===== src/rtl/bocr_map.vh =====
/*
 * Register map, field positions, reset values and timing counts for the bias, oscillator,
 * output divider and output driver register bank.
 * Assumes a single 25 MHz device clock; included by bare name from the design files.
 */
`ifndef BOCR_MAP_VH
`define BOCR_MAP_VH

// register indexes on the internal register port
`define BOCR_IDX_CAL_STATUS 4'h0
`define BOCR_IDX_OSC_CFG 4'h1
`define BOCR_IDX_DIV_CFG 4'h2
`define BOCR_IDX_DRV_EN 4'h3
`define BOCR_IDX_DRV_MODE 4'h4

// bias calibration status fields
`define BOCR_BS_DONE 0
`define BOCR_BS_FAIL 1
`define BOCR_BS_CODE_LO 2
`define BOCR_BS_CODE_HI 4
`define BOCR_BS_EFF_LO 5
`define BOCR_BS_EFF_HI 7
`define BOCR_BS_CMP 8

// oscillator config fields and reset
`define BOCR_OSC_XIN_LO 0
`define BOCR_OSC_XIN_HI 5
`define BOCR_OSC_RSV_LO 6
`define BOCR_OSC_RSV_HI 7
`define BOCR_OSC_XOUT_LO 8
`define BOCR_OSC_XOUT_HI 13
`define BOCR_OSC_BOOST_LO 14
`define BOCR_OSC_BOOST_HI 15
`define BOCR_OSC_REG_ON 16
`define BOCR_OSC_SPARE_LO 17
`define BOCR_OSC_SPARE_HI 18
`define BOCR_OSC_WMASK 32'h0007ffff
`define BOCR_OSC_RESET 32'h00015f1f
`define BOCR_CAP_MAX 6'h2f

// output divider config fields and reset
`define BOCR_DIV_RATIO_LO 0
`define BOCR_DIV_RATIO_HI 13
`define BOCR_DIV_REG_ON 15
`define BOCR_DIV_WMASK 16'hbfff
`define BOCR_DIV_RESET 16'h8069
`define BOCR_DIV_MIN 14'h000a

// output driver enable fields and reset
`define BOCR_DRV_PD 0
`define BOCR_DRV_FORCE_OFF 1
`define BOCR_DRV_DIS_LO 2
`define BOCR_DRV_DIS_HI 3
`define BOCR_DRV_WMASK 8'h0f
`define BOCR_DRV_RESET 8'h00

// driver type field and codes
`define BOCR_MODE_LO 0
`define BOCR_MODE_HI 1
`define BOCR_MODE_RESET 2'h0
`define BOCR_TYPE_HCSL 2'h0
`define BOCR_TYPE_LVDS 2'h2
`define BOCR_TYPE_CMOS 2'h3

// disabled-level codes
`define BOCR_DIS_LOW_LOW 2'h0
`define BOCR_DIS_LOW_HIGH 2'h1
`define BOCR_DIS_HIZ 2'h2
`define BOCR_DIS_RUN 2'h3

// calibration timing: settle time per step in ns, clock period in ns
`define BOCR_CLK_PERIOD_NS 40
`define BOCR_CAL_SETTLE_NS 1000
`define BOCR_CAL_SETTLE_CYC ((`BOCR_CAL_SETTLE_NS + `BOCR_CLK_PERIOD_NS - 1) / `BOCR_CLK_PERIOD_NS)
`define BOCR_CAL_FALLBACK 3'h4

`endif


===== src/rtl/bocr_bias_cal.v =====
/*
 * Bias calibration sequencer: a three-step successive approximation of the bias trim code
 * against the calibration comparator, started once by reset release.
 * Assumes the comparator input is synchronous to mclk and settles within the settle time.
 */
`timescale 1ns/1ps
`default_nettype none
`include "bocr_map.vh"

module bocr_bias_cal (
   // clock and reset
   input wire mclk,
   input wire rst,
   // comparator and results
   input wire cmp_in,
   output reg done_q,
   output reg fail_q,
   output reg [2:0] code_q,
   output reg [2:0] eff_q
);

   localparam ST_SETTLE = 2'h0;
   localparam ST_DECIDE = 2'h1;
   localparam ST_DONE = 2'h2;
   localparam integer SETTLE_INT = `BOCR_CAL_SETTLE_CYC;
   localparam [5:0] SETTLE_CYC = SETTLE_INT[5:0];

   reg [1:0] state_q;
   reg [5:0] wait_q;
   reg [2:0] trial_q;
   reg [2:0] bit_q;

   // one trial bit per step, msb first; comparator high means the trim is too low
   always @(posedge mclk or posedge rst) begin
      if (rst) begin
         state_q <= ST_SETTLE;
         wait_q <= 6'h00;
         trial_q <= 3'h4;
         bit_q <= 3'h4;
         done_q <= 1'b0;
         fail_q <= 1'b0;
         code_q <= 3'h0;
         eff_q <= 3'h0;
      end else begin
         case (state_q)
            ST_SETTLE: begin
               if (wait_q == SETTLE_CYC - 6'h01) begin
                  wait_q <= 6'h00;
                  state_q <= ST_DECIDE;
               end else begin
                  wait_q <= wait_q + 6'h01;
               end
            end
            ST_DECIDE: begin
               if (bit_q == 3'h1) begin
                  // a code pinned at either end means the loop never crossed the target
                  code_q <= cmp_in ? trial_q : (trial_q & ~bit_q);
                  fail_q <= cmp_in ? (trial_q == 3'h7) : ((trial_q & ~bit_q) == 3'h0);
                  eff_q <= (cmp_in ? (trial_q == 3'h7) : ((trial_q & ~bit_q) == 3'h0)) ?
                           `BOCR_CAL_FALLBACK : (cmp_in ? trial_q : (trial_q & ~bit_q));
                  done_q <= 1'b1;
                  state_q <= ST_DONE;
               end else begin
                  trial_q <= (cmp_in ? trial_q : (trial_q & ~bit_q)) | (bit_q >> 1);
                  bit_q <= bit_q >> 1;
                  state_q <= ST_SETTLE;
               end
            end
            ST_DONE: begin
               state_q <= ST_DONE; // results hold until the next reset
            end
            default: begin
               state_q <= ST_SETTLE;
            end
         endcase
      end
   end

endmodule // bocr_bias_cal
`default_nettype wire


===== src/rtl/bocr_regs.v =====
/*
 * Register bank for bias calibration status, crystal oscillator control, output divider
 * control and output driver enable/type, plus the output pair's enable and level logic.
 * Assumes a simple synchronous register port driven by the serial processor port logic,
 * one 25 MHz clock, and a divided clock level arriving from the output divider.
 * The register port strobes are single-cycle pulses; read data follow one cycle later.
 * The analog side acts on the regulator, boost, capacitance and trim outputs directly,
 * and the pad ring turns the pin levels and enables into the real output pair.
 */
`timescale 1ns/1ps
`default_nettype none
`include "bocr_map.vh"

// Overview of operation
// - calibration-complete reads 0 while bias calibration runs and 1 once it has finished.
// - calibration-failed reads 1 if calibration did not succeed, valid once complete is 1.
// - bits 4:2 of the bias status report the trim code the calibration logic picked.
// - bits 7:5 of the bias status report the trim code delivered to the bias circuit.
// - bias status bit 8 shows the raw calibration comparator at the time of the read.
// - oscillator bits 15:14 choose none, one, two or all three startup boost amplifiers.
// - the input-pin capacitance code adds 0.5pF per step up to 0x2F, higher codes reserved.
// - the output-pin capacitance code works the same way, with codes above 0x2F reserved.
// - oscillator bit 16 switches the oscillator regulator on when set and off when clear.
// - divider bit 15 switches the divider regulator on when set and off when clear.
// - bits 3:2 pick the disabled level: low/low (low/high for LVDS), low/high, hi-z, toggle.
// - force-off bit 1 disables the driver; clear, the driver runs unless disabled otherwise.
// - power-down bit 0 powers the driver down, tri-states both pins, ignores output enable.
// - the driver type field selects HCSL, reserved, LVDS or CMOS, steering the LVDS low/low and CMOS in-phase cases.
module bocr_regs (
   // clock and reset
   input wire mclk,
   input wire rst,
   // register port
   input wire [3:0] reg_addr,
   input wire reg_wr,
   input wire [31:0] reg_wdata,
   input wire reg_rd,
   output reg [31:0] reg_rdata,
   output reg reg_rvalid,
   // bias calibration comparator
   input wire bias_cmp_in,
   output wire [2:0] bias_trim_code,
   // crystal oscillator controls
   output wire osc_regulator_on,
   output wire [2:0] osc_boost_amp_en,
   output wire [5:0] osc_cap_xin,
   output wire [5:0] osc_cap_xout,
   output wire [1:0] osc_spare_bits,
   // output divider controls
   output wire divider_regulator_on,
   output wire [13:0] divider_ratio,
   output wire divider_ratio_bad,
   // output driver
   input wire divided_clk,
   input wire ext_disable,
   output wire driver_powerdown,
   output wire [1:0] driver_type,
   output reg driver_active,
   output reg out_p,
   output reg out_p_oe,
   output reg out_n,
   output reg out_n_oe
);

   // capacitance codes above the top step are reserved; flag them for the analog side
   function cap_code_ok;
      input [5:0] code;
      begin
         cap_code_ok = (code <= `BOCR_CAP_MAX);
      end
   endfunction

   // complementary pin level while running; cmos drives both pins in phase
   function run_n_level;
      input [1:0] drv_type;
      input clk_level;
      begin
         run_n_level = (drv_type == `BOCR_TYPE_CMOS) ? clk_level : !clk_level;
      end
   endfunction

   // lvds cannot sit at low/low, so the first disabled level becomes low/high there
   function lowlow_n_level;
      input [1:0] drv_type;
      begin
         lowlow_n_level = (drv_type == `BOCR_TYPE_LVDS);
      end
   endfunction

   // internal decode, status and pin-level nets
   wire cal_done;
   wire cal_fail;
   wire [2:0] cal_code;
   wire [2:0] cal_eff;
   wire wr_osc;
   wire wr_div;
   wire wr_drv;
   wire wr_mode;
   wire pd;
   wire force_off;
   wire [1:0] dis_state;
   wire disabled;
   wire [31:0] bias_word;
   wire run_n;
   wire ratio_low;
   wire xin_bad;
   wire xout_bad;

   // register state and next-state terms
   reg [31:0] osc_q;
   reg [15:0] div_q;
   reg [7:0] drv_q;
   reg [1:0] mode_q;
   reg [31:0] rd_d;
   reg p_d;
   reg p_oe_d;
   reg n_d;
   reg n_oe_d;
   reg active_d;

   // bias calibration engine, started by reset release
   // the calibration restarts only on reset; software cannot retrigger it
   bocr_bias_cal u_cal (
      .mclk(mclk),
      .rst(rst),
      .cmp_in(bias_cmp_in),
      .done_q(cal_done),
      .fail_q(cal_fail),
      .code_q(cal_code),
      .eff_q(cal_eff)
   );

   // delivered trim goes straight to the bias control circuit
   assign bias_trim_code = cal_eff;

   // write decode per register
   // the status index takes no write; unmapped indexes fall through and are ignored
   assign wr_osc = reg_wr && (reg_addr == `BOCR_IDX_OSC_CFG);
   assign wr_div = reg_wr && (reg_addr == `BOCR_IDX_DIV_CFG);
   assign wr_drv = reg_wr && (reg_addr == `BOCR_IDX_DRV_EN);
   assign wr_mode = reg_wr && (reg_addr == `BOCR_IDX_DRV_MODE);

   // writable registers; masks keep read-only reserved bits at zero
   always @(posedge mclk or posedge rst) begin
      if (rst) begin
         osc_q <= `BOCR_OSC_RESET;
         div_q <= `BOCR_DIV_RESET;
         drv_q <= `BOCR_DRV_RESET;
         mode_q <= `BOCR_MODE_RESET;
      end else begin
         if (wr_osc) begin
            // bits 7:6 stay writable though unused; only 31:19 are forced to zero
            osc_q <= reg_wdata & `BOCR_OSC_WMASK;
         end
         if (wr_div) begin
            div_q <= reg_wdata[15:0] & `BOCR_DIV_WMASK;
         end
         if (wr_drv) begin
            drv_q <= reg_wdata[7:0] & `BOCR_DRV_WMASK;
         end
         if (wr_mode) begin
            mode_q <= reg_wdata[`BOCR_MODE_HI:`BOCR_MODE_LO];
         end
      end
   end

   // oscillator controls
   assign osc_regulator_on = osc_q[`BOCR_OSC_REG_ON];
   assign osc_cap_xin = osc_q[`BOCR_OSC_XIN_HI:`BOCR_OSC_XIN_LO];
   assign osc_cap_xout = osc_q[`BOCR_OSC_XOUT_HI:`BOCR_OSC_XOUT_LO];
   assign osc_spare_bits = osc_q[`BOCR_OSC_SPARE_HI:`BOCR_OSC_SPARE_LO];

   // boost code turns on that many parallel amplifiers, thermometer style
   genvar gi;
   generate
      for (gi = 0; gi < 3; gi = gi + 1) begin : g_boost
         assign osc_boost_amp_en[gi] =
            (osc_q[`BOCR_OSC_BOOST_HI:`BOCR_OSC_BOOST_LO] > gi);
      end
   endgenerate

   // divider controls; a ratio under the minimum is software's fault, only reported here
   assign divider_regulator_on = div_q[`BOCR_DIV_REG_ON];
   assign divider_ratio = div_q[`BOCR_DIV_RATIO_HI:`BOCR_DIV_RATIO_LO];
   assign ratio_low = (divider_ratio < `BOCR_DIV_MIN);

   // reserved capacitance codes are stored as written and only flagged, never clipped
   assign xin_bad = !cap_code_ok(osc_cap_xin);
   assign xout_bad = !cap_code_ok(osc_cap_xout);
   // one flag for a low ratio or a reserved capacitance code; the separate nets show which field caused it
   assign divider_ratio_bad = ratio_low || xin_bad || xout_bad;

   // driver enable fields
   assign pd = drv_q[`BOCR_DRV_PD];
   assign force_off = drv_q[`BOCR_DRV_FORCE_OFF];
   assign dis_state = drv_q[`BOCR_DRV_DIS_HI:`BOCR_DRV_DIS_LO];
   assign disabled = force_off || ext_disable;
   assign driver_powerdown = pd;
   assign driver_type = mode_q;

   // complementary pin level while the pair runs, shared by normal and debug operation
   assign run_n = run_n_level(mode_q, divided_clk);

   // status word: comparator is sampled live, reserved bits read zero
   assign bias_word = {23'h000000,
                       bias_cmp_in,
                       cal_eff,
                       cal_code,
                       cal_fail,
                       cal_done};

   // read mux; unmapped indexes read zero
   // a read and a write in the same cycle return the value held before the write
   always @* begin
      case (reg_addr)
         `BOCR_IDX_CAL_STATUS: rd_d = bias_word;
         `BOCR_IDX_OSC_CFG: rd_d = osc_q;
         `BOCR_IDX_DIV_CFG: rd_d = {16'h0000, div_q};
         `BOCR_IDX_DRV_EN: rd_d = {24'h000000, drv_q};
         `BOCR_IDX_DRV_MODE: rd_d = {30'h00000000, mode_q};
         default: rd_d = 32'h00000000;
      endcase
   end

   // read data registered, valid one cycle after the read strobe
   // rdata holds between reads, so a late look at it still sees the last answer
   always @(posedge mclk or posedge rst) begin
      if (rst) begin
         reg_rdata <= 32'h00000000;
         reg_rvalid <= 1'b0;
      end else begin
         reg_rvalid <= reg_rd;
         if (reg_rd) begin
            reg_rdata <= rd_d;
         end
      end
   end

   // output pair next state: power-down wins over every enable source
   always @* begin
      p_d = 1'b0;
      n_d = 1'b0;
      p_oe_d = 1'b0;
      n_oe_d = 1'b0;
      active_d = 1'b0;
      if (pd) begin
         // both pins tri-stated, enable controls ignored
         p_oe_d = 1'b0;
         n_oe_d = 1'b0;
      end else if (!disabled) begin
         // enabled: the pair follows the divided clock
         active_d = 1'b1;
         p_oe_d = 1'b1;
         n_oe_d = 1'b1;
         p_d = divided_clk;
         n_d = run_n;
      end else begin
         case (dis_state)
            `BOCR_DIS_LOW_LOW: begin
               p_oe_d = 1'b1;
               n_oe_d = 1'b1;
               n_d = lowlow_n_level(mode_q); // lvds holds low/high
            end
            `BOCR_DIS_LOW_HIGH: begin
               p_oe_d = 1'b1;
               n_oe_d = 1'b1;
               n_d = 1'b1;
            end
            `BOCR_DIS_HIZ: begin
               p_oe_d = 1'b0;
               n_oe_d = 1'b0;
            end
            default: begin
               // debug only: keeps toggling although nominally disabled
               p_oe_d = 1'b1;
               n_oe_d = 1'b1;
               p_d = divided_clk;
               n_d = run_n;
            end
         endcase
      end
   end

   // pins come from flops so a register write never glitches the pair
   // limitation: the pair lags divided_clk by one mclk, so it cannot toggle above mclk/2
   always @(posedge mclk or posedge rst) begin
      if (rst) begin
         out_p <= 1'b0;
         out_n <= 1'b0;
         out_p_oe <= 1'b0;
         out_n_oe <= 1'b0;
         driver_active <= 1'b0;
      end else begin
         out_p <= p_d;
         out_n <= n_d;
         out_p_oe <= p_oe_d;
         out_n_oe <= n_oe_d;
         driver_active <= active_d;
      end
   end

endmodule // bocr_regs
`default_nettype wire


===== config.mk =====
export PLATFORM = sky130hd
export DESIGN_NAME = bocr_regs
export DESIGN_NICKNAME = d
export VERILOG_FILES = /design/src/rtl/bocr_bias_cal.v /design/src/rtl/bocr_regs.v
export VERILOG_INCLUDE_DIRS = /design/src /design/src/rtl
export SDC_FILE = /design/constraint.sdc
export NUM_CORES = 1
export LEC_CHECK = 0
export BUFFER_PORTS_ARGS = -buffer_cell sky130_fd_sc_hd__buf_2
export CAP_MARGIN = 15
export CORE_MARGIN = 3
export CORE_UTILIZATION = 50
export DETAILED_ROUTE_END_ITERATION = 16
export PLACE_DENSITY = 0.8
export SLEW_MARGIN = 20
export SYNTH_ARGS = -nofsm -noshare
export SYNTH_HDL_FRONTEND = slang
export SYNTH_SLANG_ARGS = --single-unit

===== constraint.sdc =====
create_clock -name mclk -period 2.7 [get_ports mclk]
set_input_delay 0.135 -clock mclk [delete_from_list [all_inputs] [get_ports mclk]]
set_output_delay 0.135 -clock mclk [all_outputs]
set_load 0.02 [all_outputs]

# After elaboration in Yosys (flattened, before gate mapping)

Cells that the tools add are included.

$add $sub $neg: 1
Multipliers: 0
Div/mod/pow operators: 0
Magnitude comparators: 6
Equality and inequality tests: 14
Shift-type cells: 0
Muxes and demuxes: 20
Bitwise operators: 4
Reductions and logical operators: 17

Operators with widths:

| kind                                                        | count |
|---|---|
| one-hot mux 19 bit (5 select lines)                         | 1 |
| less-than comparator 14 x 4 -> 1 bit, second input constant | 1 |
| <= comparator 6 bit, second input constant                  | 2 |
| two-way mux 1 bit                                           | 12 |
| equality test 2 bit, second input constant                  | 4 |
| equality test 4 x 2 -> 1 bit, second input constant         | 2 |
| adder 6 x 1 -> 6 bit, second input constant                 | 1 |
| equality test 6 x 5 -> 1 bit, second input constant         | 1 |
| two-way mux 3 bit                                           | 2 |
| two-way mux 6 bit                                           | 1 |
| one-hot mux 2 bit (3 select lines)                          | 1 |
| equality test 2 x 1 -> 1 bit, second input constant         | 2 |
| equality test 4 x 1 -> 1 bit, second input constant         | 1 |
| equality test 4 x 3 -> 1 bit, second input constant         | 1 |
| > comparator 2 x 1 -> 1 bit, second input constant          | 2 |
| logical AND 1 bit                                           | 4 |
| logical NOT 2 bit                                           | 2 |
| logical NOT 4 bit                                           | 1 |
| two-way mux 2 bit                                           | 2 |
| AND reduction 2 bit                                         | 2 |
| bitwise AND 3 bit                                           | 1 |
| equality test 3 x 1 -> 1 bit, second input constant         | 1 |
| equality test 3 bit, second input constant                  | 1 |
| logical NOT 1 bit                                           | 3 |
| other kinds (9)                                             | 11 |

Bits in registers: 99
Bits in latches: 0
Memory bits (writable): 0
Memory bits (read-only): 0
Input bits: 43
Output and inout port bits: 78
Word-level logic and storage cells: 80
Memories: 0

# Longest topological paths before layout

Depth in word-level cells: 5
Depth in mapped cells: 6
Mapped depth without buffers: 6

# Hierarchy

From an unflattened synthesis, not the netlist that was laid out.

Cells, all modules: 354
Area total of the unflattened synthesis: 4172.8 µm²

By module, submodules not included:

| module        | times used | cells each | area an instance (µm²) | seq. area each (µm²) |
|---|---|---|---|---|
| bocr_regs     | 1          | 257        | 3155.5                 | 1622.8 |
| bocr_bias_cal | 1          | 97         | 1017.2                 | 553.0 |

# Least setup slack after synthesis

OpenSTA, ideal clock, no wires.

Kind: reg2reg
Start point: reg u_cal.bit_q[2]
End point: reg u_cal.code_q[1]
Setup time: 128 ps
Data arrival time: 1282 ps
Required time: 2572 ps
Setup slack: 1290 ps
Stages on the path, launching flop included: 5
Buffers on the path: 1
Period minus slack after synthesis: 1410 ps
Cells stage by stage: dfstp_2 -> nand2b_1 -> or3_1 -> clkbuf_1 -> mux2_1

Cells in the longest elaborated chain, start to end: 2

Ends and longest elaborated chain:

| element                       | RTL line           | text |
|---|---|---|
| start, declared               | bocr_bias_cal.v:31 | `reg [2:0] bit_q;` |
| start signal, assigned        | bocr_bias_cal.v:65 | `bit_q <= bit_q >> 1;` |
| equality test 3 x 1 -> 1 bit  | bocr_bias_cal.v:55 | `if (bit_q == 3'h1) begin` |
| AND reduction 2 bit (no line) | -                  |  |
| end signal, assigned          | bocr_bias_cal.v:57 | `code_q <= cmp_in ? trial_q : (trial_q & ~bit_q);` |
| end, declared                 | bocr_bias_cal.v:18 | `output reg [2:0] code_q,` |

Every way passes these cells.
A chain may end at the register's enable or synchronous reset.

# Worst setup path after layout

Start point: reg div_q[9]
End point: out divider_ratio_bad

Cells in the longest elaborated chain, start to end: 3

Ends and longest elaborated chain:

| element                                        | RTL line        | text |
|---|---|---|
| start, declared                                | bocr_regs.v:111 | `reg [15:0] div_q;` |
| start signal, assigned                         | bocr_regs.v:147 | `` div_q <= `BOCR_DIV_RESET; `` |
| start signal, assigned                         | bocr_regs.v:156 | `` div_q <= reg_wdata[15:0] & `BOCR_DIV_WMASK; `` |
| less-than comparator 14 x 4 -> 1 bit (no line) | -               |  |
| logical OR 1 bit (2 in a row)                  | bocr_regs.v:191 | `assign divider_ratio_bad = ratio_low \|\| xin_bad \|\| xout_bad;` |
| end, declared                                  | bocr_regs.v:52  | `output wire divider_ratio_bad,` |

Every way passes these cells.

==> reports/results.tsv <==
metric	value	unit
chip height	96.0	microns
vias in the first global route	2785	
outcome	complete, no violations	
Clk Latency, worst-skew pair	0.35	ns
Final setup violation count	0	
#FFs+latches synth	86	
dpl hpwl	6260	microns
Worst path top cell family by delay	simple AND/OR/NAND/NOR gates	
Max Clock Freq	624	MHz
first-pass GRT wire length	13600	microns
GRT Overall Usage	0.193	
Slew headroom	0.474	
Worst Tran Pin Value	0.785	ns
root buffer cell	clkbuf_8	
Synth Instances	357	
fin cells	542	
detailed router's first-iteration violation count	123	
post-cts resize count	0	
drt drc	0	
fin nets	480	
port bufs	94	
WS Path Type	flop to output pin	
ANT nets after route	0	
CP Capture Type	output pin	
cell chain of the critical path	nor4_1 > nand4_1 > nand2_1 > buf_2	
Cells after DPL	524	
crit path DAT	1.47	ns
via/cell ratio	5.31	
Power Density	721	nW/um^2
area taken by multi-input logic gates	1510	sq um
Static Leak	2.24	nW
max incr delay on CP	0.42	ns
drt pass-1 iters	4	
worst hold path class	primary input to flop	
ANT cells	0	
DRT Wirelength	8570	microns
Syn Area/Cell	11.4	sq um
clock buffer depth	2	
Die Span X	96.0	microns
sequential-to-total area share from yosys stat	0.537	
post-CTS setup buffer count	0	
initial antenna violation count	0	
asr flop ratio synth	1.00	
prevailing post-synth register cell	dfrtp_1	
Sum Neg Setup Slack	0	ns
vias	2876	
DIE AREA	9220	sq um
wire per inst	15.8	microns
IR drop worst, VDD	335	uV
Setup crit start kind	flop	
Final Cycle Share	0.594	
min cycle time layout	1.60	ns
CTS buffer count	9	
Core Area	7810	sq um
area grow syn2layout	15.1	%
WP buf/inv	1	
CP Data Required Time	2.57	ns
post-layout util	0.598	
EDFF count, synth	0	
RSZ-0062 raised after global routing	false	
final hold vios	0	
global placement routability congestion	0.851	
initial cell density of the core	0.519	
largest net degree at the start of global routing	47	
setup skew after layout	0.0160	ns
Clock Sink Count	86	
Ports	121	
Crit-path slowest cell	dfrtp_1	
Yosys Warn Count	0	
Post-Synthesis Cell Area	4050	sq um
count of cell types in the netlist	49	
CTS tree	done	
Rows	32	
layout cells sized above 1	0.420	
GR Overflow Total	0	
max cap viols	0	
Clk pin slew, worst setup/hold paths	0.09	ns
fillers	685	
overall power	3.36	mW
Max FO, Critical Path	4	
Final Max Tran Viols	0	
H-tree levels	3	
register area	2180	sq um
## kinds of logic after synthesis
kind of cell             share of synthesized area
AO/OA/AOI/OAI                                0.103
flip-flops                                   0.537
adder cells (fa/ha/maj)                    0.00617
AND/OR/NAND/NOR                              0.111
buffers and inverters                        0.102
XOR/XNOR                                   0.00432
multiplexers                                 0.136
other                                     0.000925
## layout by cell type, fill, tap and decap left out, types with 9 or more instances in the layout
cell type  Yosys  final
nand2_1       26     26
dfrtp_1       67     67
clkbuf_8       0     10
o22ai_1       12     12
o21ai_0       19     19
buf_2          7     94
nand3_1       10     10
mux2_2        47     47
conb_1         1     13
dfstp_2       19     19
inv_1         27     26
nor2_1         9      9
a22oi_1       14     14
## power by group
part | internal [mW] | switching (mW) | total [mW]
logic | 0.289 | 0.436 | 0.725
registers | 1.50 | 0.148 | 1.64
clock network | 0.549 | 0.446 | 0.995
total | 2.33 | 1.03 | 3.36
## area by class of cell
cell class	instances	share of cell area
clock buffer	11	0.0303
inverter	27	0.0220
multi-input combinational	212	0.324
timing repair buffer	99	0.113
tap	102	0.0274
clock inverter	5	0.0177
sequential	86	0.466
## per-stage QoR
| stage | hold slack [ns] | cell area, sq um | setup WS, ns |
|---|---|---|---|
| 2_1_floorplan | 0.166 | 4100 | 0.375 |
| 3_3_place_gp | 0.253 | 4420 | 1.01 |
| 3_5_place_dp | 0.271 | 4420 | 1.03 |
| 4_1_cts | 0.0157 | 4670 | 1.06 |
| 5_1_grt | 0.0122 | 4670 | 0.992 |
| 6_report | 0.0220 | 4670 | 1.10 |
## Yosys cell counts (2+ instances only)
cell,count,area (sq um)
dfrtp_1,67,1680
mux2_2,47,529
buf_4,29,218
inv_1,27,101
nand2_1,26,97.6
dfstp_2,19,499
o21ai_0,19,95.1
a22oi_1,14,105
o22ai_1,12,75.1
nand3_1,10,50.1
nor2_1,9,33.8
buf_2,7,35.0
nand2b_1,5,31.3
nand4_1,5,31.3
nor2b_1,5,31.3
a21oi_1,4,20.0
clkbuf_1,4,15.0
o21ai_1,4,20.0
nor3_1,3,15.0
o221ai_1,3,26.3
a31oi_1,2,12.5
and3_1,2,12.5
buf_6,2,22.5
ha_1,2,25.0
mux2_1,2,22.5
nor3b_1,2,15.0
nor4_1,2,12.5
o31ai_1,2,15.0
xor2_1,2,17.5
## final timing paths
check,start,to,slack [ns],depth (start not counted)
worst max-delay path,div_q[9],divider_ratio_bad,1.10,4
worst min-delay path,reg_wdata[17],osc_q[17],0.02,2
worst max register to register,u_cal.state_q[1],u_cal.fail_q,1.11,3
worst min register to register,u_cal.bit_q[2],u_cal.bit_q[2],0.48,2
max in group asynchronous,rst,osc_q[8],1.53,4
min in group asynchronous,rst,div_q[10],0.42,3
## timing repair
action / CTS / global route
endpoints found under the setup margin: 0 / 0
endpoints found under the hold margin: 33 / 0
hold buffers: 2 / 0
## per-layer routing
layer / wire, microns / share of wire / vias up / global-route usage
met2: 4110 / 0.48 / 89 / 0.305
met1: 3780 / 0.44 / 1417 / 0.264
met4: 52 / 0.0061 / 0 / 0.0450
met5: 0 / 0 / - / 0
met3: 625 / 0.073 / 5 / 0.0532
li1: - / - / 1365 / -
## sequential cells by signal, summed over array words and instances (netlist names)
name / cells
out_n_oe: 1
u_cal.eff_q: 3
reg_rdata: 19
div_q: 15
driver_active: 1
reg_rvalid: 1
osc_q: 19
u_cal.state_q: 2
drv_q: 4
out_p: 1
driver_type: 2
u_cal.fail_q: 1
u_cal.wait_q: 6
u_cal.trial_q: 3
u_cal.done_q: 1
u_cal.code_q: 3
u_cal.bit_q: 3
out_n: 1
No activity file was read; power rests on OpenSTA's default activity.
